**config.mk**
```make
export PLATFORM = sky130hd
export DESIGN_NAME = qpcf_top
export DESIGN_NICKNAME = d
export VERILOG_FILES = /design/src/design/qpcf_pkg.sv /design/src/design/qpcf_top.sv
export SDC_FILE = /design/constraint.sdc
export NUM_CORES = 1
export LEC_CHECK = 0
export ABC_AREA = 1
export BUFFER_PORTS_ARGS = -buffer_cell sky130_fd_sc_hd__buf_2
export CORE_ASPECT_RATIO = 1.75
export CORE_MARGIN = 1.5
export CORE_UTILIZATION = 58
export DETAILED_ROUTE_END_ITERATION = 6
export GPL_TIMING_DRIVEN = 1
export PLACE_DENSITY = 0.84
export SLEW_MARGIN = 25
export SYNTH_ARGS = -nofsm -noshare
export SYNTH_HDL_FRONTEND = slang
export SYNTH_SLANG_ARGS = --single-unit
```
**constraint.sdc**
```tcl
create_clock -name clk -period 4.7 [get_ports clk]
set_input_delay 0.47 -clock clk [delete_from_list [all_inputs] [get_ports clk]]
set_output_delay 0.47 -clock clk [all_outputs]
set_load 0.02 [all_outputs]
```
**src/design/qpcf_pkg.sv**
```systemverilog
// Constants and types for the quad predriver control and fault block
package qpcf_pkg;

    // ========================================================
    // Clock and timing
    // ========================================================
    localparam int unsigned CLK_PERIOD_NS = 50;              // 20 MHz system clock
    localparam int unsigned TURN_ON_MASK_TIME_NS = 60000;    // 60 us
    localparam int unsigned SHORT_DEGLITCH_TIME_NS = 12000;  // 12 us
    localparam int unsigned RETRY_PERIOD_NS = 10000000;      // 10 ms
    localparam int unsigned RETRY_PULSE_WIDTH_NS = 68000;    // 68 us

    // Least times round up to whole cycles
    localparam int unsigned TURN_ON_MASK_CYC =
        (TURN_ON_MASK_TIME_NS + CLK_PERIOD_NS - 1) / CLK_PERIOD_NS;
    localparam int unsigned SHORT_DEGLITCH_CYC =
        (SHORT_DEGLITCH_TIME_NS + CLK_PERIOD_NS - 1) / CLK_PERIOD_NS;
    localparam int unsigned RETRY_PERIOD_CYC = RETRY_PERIOD_NS / CLK_PERIOD_NS;
    localparam int unsigned RETRY_PULSE_CYC = RETRY_PULSE_WIDTH_NS / CLK_PERIOD_NS;

    // ========================================================
    // Widths and reset values
    // ========================================================
    localparam int unsigned NUM_CH = 4;
    localparam int unsigned CNT_W = 18;
    localparam logic [3:0] CTRL_RST = 4'h0;
    localparam logic [3:0] SHIFT_RST = 4'h0;
    localparam logic [3:0] FAULT_RST = 4'h0;
    localparam logic [3:0] GATE_RST = 4'h0;
    localparam logic SDO_RST = 1'h0;
    localparam logic SDO_OE_RST = 1'h0;
    localparam logic FLAG_N_RST = 1'h1;
    localparam logic [2:0] SYNC3_RST = 3'h7;
    localparam logic [2:0] SYNC3_LOW_RST = 3'h0;

    // ========================================================
    // Channel state machine
    // ========================================================
    typedef enum logic [5:0] {
        CH_OFF = 6'h01,      // Gate off, no request
        CH_MASK = 6'h02,     // Gate on, drain comparison ignored
        CH_ON = 6'h04,       // Gate on, drain watched
        CH_GLITCH = 6'h08,   // Gate on, drain high, deglitching
        CH_WAIT = 6'h10,     // Shorted load, gate off between retries
        CH_PULSE = 6'h20     // Shorted load, retry pulse on the gate
    } qpcf_ch_state_t;

endpackage : qpcf_pkg

```
**src/design/qpcf_top.sv**
```systemverilog
// Serial control, parallel OR and shorted-load fault logic of a four-channel predriver
//
// Summary of operation
// After select falls, each rising serial clock shifts data input into LSB.
// Controller drops select before the first falling serial clock edge.
// Controller gives at least four clocks while select is low.
// Under four clocks, leftover fault bits become control bits at select rise.
// Eight bits may pass; first four out are faults, last four in control.
// Select rise copies the shift register into the control register.
// Control bit 0 turns its gate off, 1 turns it on.
// Serial output changes on falling serial clock edges.
// Fault MSB shows after select falls; three more follow on later clocks.
// Faults load only at select fall; absent faults then go unreported.
// Select rise stops input, floats output, latches control, clears shift register.
// Controller raises select only after the last data bit is clocked.
// Gate is on when parallel input or serial control bit asks on.
// Parallel inputs act at once, needing no serial activity.
// Parallel input low then high clears a short disable and re-enables.
// Gate turning on starts a 60 us mask ignoring the drain.
// After mask, drain high for deglitch time sets flag, gate off.
// Shorted load makes the gate a low-duty pulse train until fixed or off.
// Shorted load retries automatically; fault clears once the short goes.
// Fault bits 0-3 map one per channel.
// Short deglitch time is 12 us.
// Retry pulses repeat every 10 ms.
// Each retry pulse lasts 68 us.
// Fault flag resets at select fall if no fault remains.
// Bits shifted past four leave on serial output for cascading.
`timescale 1ns/1ps
`default_nettype none

module qpcf_top
    import qpcf_pkg::*;
#(
    parameter int unsigned RETRY_PERIOD_CYCLES = RETRY_PERIOD_CYC
) (
    input wire logic clk,                      // 20 MHz system clock
    input wire logic rst,                      // Asynchronous reset, active high
    input wire logic sclk,                     // Serial clock pin
    input wire logic csN,                      // Chip select pin, active low
    input wire logic sdi,                      // Serial data input pin
    input wire logic [3:0] parallelCtrlIn,     // Parallel on requests
    input wire logic [3:0] drainSenseIn,       // Drain above fault reference
    output logic sdo,                          // Serial data output value
    output logic sdoOe,                        // Serial output enable
    output logic [3:0] gateDriveOut,           // Gate drive per channel
    output logic faultFlagN                    // Fault flag, active low
);

    // ========================================================
    // Derived counter limits
    // ========================================================
    localparam logic [CNT_W-1:0] MASK_LAST = CNT_W'(TURN_ON_MASK_CYC - 1);
    localparam logic [CNT_W-1:0] DG_LAST = CNT_W'(SHORT_DEGLITCH_CYC - 1);
    localparam logic [CNT_W-1:0] PULSE_LAST = CNT_W'(RETRY_PULSE_CYC - 1);
    localparam logic [CNT_W-1:0] WAIT_LAST =
        CNT_W'(RETRY_PERIOD_CYCLES - RETRY_PULSE_CYC - 1);

    // ========================================================
    // State
    // ========================================================
    typedef struct packed {
        logic [2:0] sclkSy;              // [0] first, [1] second, [2] previous
        logic [2:0] csSy;
        logic [1:0] sdiSy;
        logic [3:0] par1;
        logic [3:0] par2;
        logic [3:0] parPrev;
        logic [3:0] drain1;
        logic [3:0] drain2;
        logic [3:0] shift;
        logic [3:0] ctrl;
        logic sdo;
        logic sdoOe;
        logic faultFlagN;
        logic [3:0] gate;
        logic [3:0] fault;
        qpcf_ch_state_t [3:0] st;
        logic [3:0][CNT_W-1:0] cnt;
    } qpcf_state_t;

    qpcf_state_t q;
    qpcf_state_t next_q;

    logic sclkRise;
    logic sclkFall;
    logic csFall;
    logic csRise;
    logic csLow;
    logic [3:0] req;
    logic [3:0] parRise;
    logic [3:0] newFault;

    // Edge detection on synchronised pins
    assign sclkRise = q.sclkSy[1] & ~q.sclkSy[2];
    assign sclkFall = ~q.sclkSy[1] & q.sclkSy[2];
    assign csFall = ~q.csSy[1] & q.csSy[2];
    assign csRise = q.csSy[1] & ~q.csSy[2];
    assign csLow = ~q.csSy[1] & ~q.csSy[2];
    // Either interface turns a channel on, parallel without any framing
    assign req = q.ctrl | q.par2;
    assign parRise = q.par2 & ~q.parPrev;

    // ========================================================
    // Next-state logic
    // ========================================================
    always_comb begin
        next_q = q;
        // Two-flop synchronisers, plus a third stage for edges
        next_q.sclkSy = {q.sclkSy[1], q.sclkSy[0], sclk};
        next_q.csSy = {q.csSy[1], q.csSy[0], csN};
        next_q.sdiSy = {q.sdiSy[0], sdi};
        next_q.par1 = parallelCtrlIn;
        next_q.par2 = q.par1;
        next_q.parPrev = q.par2;
        next_q.drain1 = drainSenseIn;
        next_q.drain2 = q.drain1;

        // Serial frame handling
        if (csFall) begin
            next_q.shift = q.fault;
            next_q.sdo = q.fault[3];
            next_q.sdoOe = 1'b1;
        end else if (csRise) begin
            next_q.ctrl = q.shift;
            next_q.shift = SHIFT_RST;
            next_q.sdoOe = 1'b0;
        end else if (csLow) begin
            if (sclkRise) begin
                next_q.shift = {q.shift[2:0], q.sdiSy[1]};
            end
            if (sclkFall) begin
                next_q.sdo = q.shift[3];
            end
        end

        // Per-channel gate and shorted-load supervision
        for (int i = 0; i < NUM_CH; i++) begin
            case (q.st[i])
                CH_OFF: begin
                    next_q.cnt[i] = '0;
                    if (req[i]) begin
                        next_q.st[i] = CH_MASK;
                    end
                end
                CH_MASK: begin
                    next_q.cnt[i] = q.cnt[i] + 1'b1;
                    if (!req[i]) begin
                        next_q.st[i] = CH_OFF;
                    end else if (q.cnt[i] == MASK_LAST) begin
                        next_q.st[i] = CH_ON;
                        next_q.cnt[i] = '0;
                    end
                end
                CH_ON: begin
                    next_q.cnt[i] = '0;
                    if (!req[i]) begin
                        next_q.st[i] = CH_OFF;
                    end else if (q.drain2[i]) begin
                        next_q.st[i] = CH_GLITCH;
                    end
                end
                CH_GLITCH: begin
                    next_q.cnt[i] = q.cnt[i] + 1'b1;
                    if (!req[i]) begin
                        next_q.st[i] = CH_OFF;
                    end else if (!q.drain2[i]) begin
                        next_q.st[i] = CH_ON;
                        next_q.cnt[i] = '0;
                    end else if (q.cnt[i] == DG_LAST) begin
                        next_q.st[i] = CH_WAIT;
                        next_q.fault[i] = 1'b1;
                        next_q.cnt[i] = '0;
                    end
                end
                CH_WAIT: begin
                    next_q.cnt[i] = q.cnt[i] + 1'b1;
                    if (!req[i]) begin
                        next_q.st[i] = CH_OFF;
                        next_q.fault[i] = 1'b0;
                    end else if (parRise[i]) begin
                        next_q.st[i] = CH_MASK;
                        next_q.fault[i] = 1'b0;
                        next_q.cnt[i] = '0;
                    end else if (q.cnt[i] == WAIT_LAST) begin
                        next_q.st[i] = CH_PULSE;
                        next_q.cnt[i] = '0;
                    end
                end
                CH_PULSE: begin
                    next_q.cnt[i] = q.cnt[i] + 1'b1;
                    if (!req[i]) begin
                        next_q.st[i] = CH_OFF;
                        next_q.fault[i] = 1'b0;
                    end else if (q.cnt[i] == PULSE_LAST) begin
                        next_q.cnt[i] = '0;
                        if (q.drain2[i]) begin
                            next_q.st[i] = CH_WAIT;
                        end else begin
                            next_q.st[i] = CH_ON;
                            next_q.fault[i] = 1'b0;
                        end
                    end
                end
                default: begin
                    next_q.st[i] = CH_OFF;
                    next_q.cnt[i] = '0;
                end
            endcase
            // Gate is off only when idle or waiting between retries
            next_q.gate[i] = (next_q.st[i] != CH_OFF) && (next_q.st[i] != CH_WAIT);
        end

        // Fault bits that set on this edge
        newFault = next_q.fault & ~q.fault;
        // Fault flag: a new fault wins over the refresh at select fall
        if (|newFault) begin
            next_q.faultFlagN = 1'b0;
        end else if (csFall) begin
            next_q.faultFlagN = ~(|q.fault);
        end
    end

    // ========================================================
    // State register
    // ========================================================
    always_ff @(posedge clk or posedge rst) begin
        if (rst) begin
            q.sclkSy <= SYNC3_LOW_RST;
            q.csSy <= SYNC3_RST;
            q.sdiSy <= 2'h0;
            q.par1 <= 4'h0;
            q.par2 <= 4'h0;
            q.parPrev <= 4'h0;
            q.drain1 <= 4'h0;
            q.drain2 <= 4'h0;
            q.shift <= SHIFT_RST;
            q.ctrl <= CTRL_RST;
            q.sdo <= SDO_RST;
            q.sdoOe <= SDO_OE_RST;
            q.faultFlagN <= FLAG_N_RST;
            q.gate <= GATE_RST;
            q.fault <= FAULT_RST;
            q.st <= {NUM_CH{CH_OFF}};
            q.cnt <= '0;
        end else begin
            q <= next_q;
        end
    end

    // Outputs straight from flip-flops
    assign sdo = q.sdo;
    assign sdoOe = q.sdoOe;
    assign gateDriveOut = q.gate;
    assign faultFlagN = q.faultFlagN;
endmodule : qpcf_top

`default_nettype wire

```
==> metrics.yaml, run 1 <==
outcome:
  status: "complete, no violations"
clock_network:
  cts_tree: "built"
  clk_latency_ns: 0.42
  cts_buffers: 17
  cts_buffer_depth: 2
  path_clk_slew_ns: 0.06
  postCtsResizedCells: 0
  cts_setup_buffers: 0
  h-tree-depth: 4
  cts_sinks: 143
  clockRootBuffer: "clkbuf_16"
  cts_hold_buf: 0
synth:
  yosysUniqueCellTypes: 42
  ys_seq_area_share_pct: 45.1
  yosysTopAreaCell: "dfrtp_1"
  synth_edf_count: 0
  synth_top_area_share_pct: 42.5
  synth_ff_type: "dfrtp_1"
  syn_inst: 1068
  synth-async-reset-ratio_pct: 100
  synth_area_um2: 7960
  avgSynthCellArea_um2: 7.45
  yosys_warnings: 0
  synth.net_count: 1088
  ys_ff_latch: 143
  synth_area_leaders: "dfrtp_1, nand2_1, nor2_1"
timing:
  clock.fmax_mhz: 447
  tightest_slew_ns: 0.709
  maxSlewViolCount: 0
  hold_viol: 0
  min_period_ns: 2.24
  slew_headroom_pct: 52.7
  setup_viol: 0
  setup_slack_ns: 2.46
  final.setup.tns_ns: 0
  skew_ns: 0.00745
  rsz0062_at_grt: "false"
  timing.final.crit_share_pct: 47.6
run:
  drv_cap: 0
grt:
  antenna_found_initial: 0
  grt_overflow: 0
  grt_pass1_wl_um: 30500
  first_global_vias: 6997
  grt_max_degree: 109
  grt_usage_pct: 26.5
worst_setup_path:
  cp.required_ns: 5.01
  crit_type: "reg -> reg"
  cp.arrival_ns: 2.55
  crit_buf_inv: 0
  slowest_delay_ns: 0.59
  crit_top_cell: "nand3_1"
  end_kind: "register"
  cp_slowest_cell: "o21ai_2"
  path_cells: "ha_1 -> nand3_2 -> nor2_1 -> nand3_1 -> o21ai_2 -> nand3_1 -> and2_1"
  start_kind: "register"
  crit_fanout: 17
  crit_family: "simple AND/OR/NAND/NOR gates"
place:
  placedCellCount: 1251
  finalWeightedCongestion: 0.967
  placed_area_um2: 8190
  post-place-ws_ns: 2.49
  io_buffers: 19
  hpwl_um: 12900
cells_and_area:
  syn_to_final_growth_pct: 11.1
  diodes: 0
  fillers: 1099
  multi_input_area_um2: 3770
  seq_area_um2: 3590
  nNetsFinal: 1116
  drive_gt1_share_pct: 8.21
  instances_no_fill: 1283
  finish.instance_area_um2: 8840
route:
  wl_um: 17700
  drt-pass1-iter-count: 5
  vias: 7079
  ant_nets: 0
  routedWlPerCell_um: 13.8
  drcViolationCount: 0
  drtIter0Drc: 426
  vias_per_cell: 5.52
die:
  die-area_um2: 14500
  io_pins: 20
  fp.dieH_um: 158
  rows: 56
  start_util_pct: 59.5
  core_um2: 13400
  die_w_um: 91.5
worst_hold_path:
  hp-class: "in -> reg"
power:
  leakagePower_uw: 0.00411
  power.density_nw_per_um2: 375
  power_uw: 3310
  ir_drop_mv: 0.227
## flip-flops by register name, summed over array words and instances, names as in the netlist
register	count
q	119
next_q	17
gateDriveOut	4
faultFlagN	1
sdo	1
sdoOe	1
## per-stage QoR
step                      util, %  hold slack [ns]
final                        66.0            0.145
after global routing         66.0            0.132
after CTS                    66.0            0.133
after detailed placement     61.2            0.336
after global placement       61.2            0.332
after floorplan                 -            0.331
## power breakdown
part | internal [uW] | switching (uW)
sequential | 1330 | 65.4
combinational | 134 | 340
clock | 920 | 522
total | 2380 | 928
## worst paths after layout
kind | start | to | slack [ns] | depth (start not counted)
setup / recovery | q[54] | q[55] | 2.46 | 7
setup reg to reg | q[54] | q[55] | 2.46 | 7
hold / removal | csN | next_q[138] | 0.15 | 1
max in group asynchronous | rst | q[90] | 3.57 | 3
min in group asynchronous | rst | next_q[141] | 0.19 | 2
hold reg to reg | next_q[128] | next_q[124] | 0.35 | 0
## cells in the final DEF (no fill, tap or decap), types with 5 or more instances in the layout
cell / instances
a21oi_1: 43
o21ai_0: 25
inv_1: 136
nor2_4: 5
nor2_2: 7
nand3_1: 91
o22ai_1: 8
o21bai_1: 7
nand2_1: 232
dfstp_2: 8
buf_2: 19
xnor2_1: 7
nand4_1: 33
nor2_1: 207
xor2_1: 28
nor3_1: 32
ha_1: 7
dfrtp_1: 135
clkbuf_16: 17
## layer usage
metal	part of all wire [%]	wire, um	vias to the layer above	GRT usage, %
li1	-	-	3495	-
met1	38	6710	3273	27.1
met2	53	9440	217	49.0
met3	3.2	568	94	4.37
met4	5.8	1020	0	17.8
met5	0	0	-	0
## cells by family after synthesis
kind of cell    share of synthesized area (%)
compound gates                           7.44
xor+xnor                                 3.85
fa+ha+maj                                1.10
buf+inv                                  7.58
flops                                    45.1
simple gates                             34.9
## layout make-up
type                       instances  share of cell area, %
clock buffer                      20                   5.17
clock inverter                    12                   2.08
inverter                         137                   5.90
multi-input combinational        777                   42.6
sequential                       143                   40.6
tap                              174                   2.46
timing repair buffer              20                   1.16
## worst reg2reg max path: stages, from the launching register on
cell     delay, ns
dfrtp_1       0.47
ha_1          0.25
nand3_2       0.16
nor2_1        0.15
nand3_1       0.14
o21ai_2       0.59
nand3_1       0.21
and2_1        0.18
## Yosys cell counts (all sizes together) (3+ instances only)
master,instances
o21ai,29
dfstp,8
a31oi,4
inv,137
a21oi,43
xor2,28
nor2,219
nand4,33
o22ai,8
nor3,37
nand3b,4
nand3,95
o211ai,3
buf,10
dfrtp,135
nand2,236
o21bai,7
xnor2,7
ha,7
Note: power is estimated with default switching activity, not from simulation.
==> run 2, diff against run 1 <==
- clock period: 4.7 -> 2.15 ns (I/O delays scaled with it)
==> metrics.yaml, run 2 (synthesis gave the netlist of run 1 again) <==
place:
  placed_area_um2: 8360
  finalWeightedCongestion: 1.02
  hpwl_um: 13500
  io_buffers: 19
route:
  drtIter0Drc: 322
  ant_nets: 0
  vias: 7232
  routedWlPerCell_um: 14.1
  vias_per_cell: 5.51
  wl_um: 18500
  drt-pass1-iter-count: 7
  drcViolationCount: 0
cells_and_area:
  fillers: 1089
  largest_reg_flops: 119
  drive_gt1_share_pct: 9.57
  diodes: 0
  mostFrequentLayoutCell: "nand2_1"
  final_cell_mix: "nand2_1, nor2_1, inv_1"
  regMostFlops: "q"
  finish.instance_area_um2: 9150
  nNetsFinal: 1146
  syn_to_final_growth_pct: 15.0
clock_network:
  h-tree-depth: 4
  clockRootBuffer: "clkbuf_16"
  path_clk_slew_ns: 0.06
  cts_buffer_depth: 2
  cts_buffers: 17
  clk_latency_ns: 0.43
  postCtsResizedCells: 0
  cts_tree: "built"
  cts_sinks: 143
worst_setup_path:
  r2r_start: "q[18]"
  crit_type: "reg -> reg"
  start_kind: "register"
  cp.arrival_ns: 2.29
  setup.worst_path.start: "q[18]"
  cp.required_ns: 2.44
  crit_fanout: 16
  end_kind: "register"
  slowest_delay_ns: 0.43
  cp_slowest_cell: "dfrtp_1"
  path_cells: "ha_1 -> nand3_2 -> nor2_1 -> nand3_1 -> nand2_1 -> nand3_1 -> nor2_4 -> nor2_1"
grt:
  first_global_vias: 7226
  antenna_found_initial: 0
  grt_pass1_wl_um: 31300
  grt_overflow: 0
  grt_max_degree: 46
  grt_usage_pct: 27.1
timing:
  maxSlewViolCount: 0
  final.setup.tns_ns: 0
  tightest_slew_ns: 0.558
  setup_viol: 0
  hold_viol: 0
  skew_ns: 0.00856
  clock.fmax_mhz: 499
  min_period_ns: 2.00
  timing.final.crit_share_pct: 93.2
  rsz0062_at_grt: "false"
  slew_headroom_pct: 62.5
power:
  ir_drop_mv: 0.540
  leakagePower_uw: 0.00427
  power.density_nw_per_um2: 801
worst_hold_path:
  hp-start: "next_q[115]"
  hp-class: "reg -> reg"
die:
  core_um2: 13400
  start_util_pct: 59.5
  rows: 56
  fp.dieH_um: 158
  io_pins: 20
  die-area_um2: 14500
  die_w_um: 91.5
outcome:
  status: "complete, no violations"
run:
  drv_cap: 0
## run 2: power by group
part	switching [uW]	internal [uW]
Sequential	131	2910
Combinational	762	392
Clock	1160	1970
Total	2050	5270
## run 2: what timing repair did
| item | in CTS | in global routing |
|---|---|---|
| hold buffers | 12 | 0 |
| setup buffers | 0 | 2 |
| hold endpoints to repair | 29 | 0 |
| setup endpoints to repair | 0 | 25 |
## run 2: layout make-up
type	instances	area (um^2)	area share, %
sequential	143	3590	39.2
multi-input combinational	777	3770	41.1
clock inverter	13	188	2.05
inverter	137	518	5.66
timing repair buffer	50	433	4.73
tap	174	218	2.38
clock buffer	19	443	4.84
## run 2: worst paths after layout
| path | endpoint | slack [ns] | cells past startpoint |
|---|---|---|---|
| max | q[34] | 0.15 | 8 |
| min | q[115] | 0.34 | 0 |
| max reg2reg | q[34] | 0.15 | 8 |
| min reg2reg | q[115] | 0.34 | 0 |
| max in group asynchronous | q[72] | 0.97 | 5 |
| min in group asynchronous | next_q[124] | 0.38 | 3 |
## run 2: worst max-delay path, delay by kind of cell, from the launching register on
family                     cells  cell delay (ns)
DFF                            1             0.43
and+or+nand+nor                7             1.18
adders and majority gates      1             0.24
## run 2: layer usage
metal  wire (um)  vias up  track usage (%)
met2       10000      201             50.2
li1            -     3562                -
met4        1010        0             18.5
met1        6940     3379             27.4
met3         572       90             4.71
met5           0        -                0
## run 2: metrics by stage
stage | cells | worst slack, ns | hold WS, ns | total power (uW) | util [%]
6_report | 1313 | 0.146 | 0.342 | 7330 | 68.4
5_1_grt | 1313 | 0.0115 | 0.356 | 7640 | 68.4
4_1_cts | 1311 | 0.0999 | 0.348 | 7310 | 68.1
3_5_place_dp | 1267 | 0.137 | 0.271 | 4170 | 62.5
3_3_place_gp | 1267 | 0.216 | 0.266 | 4150 | 62.5
2_1_floorplan | 1068 | 0.150 | 0.219 | 3910 | -
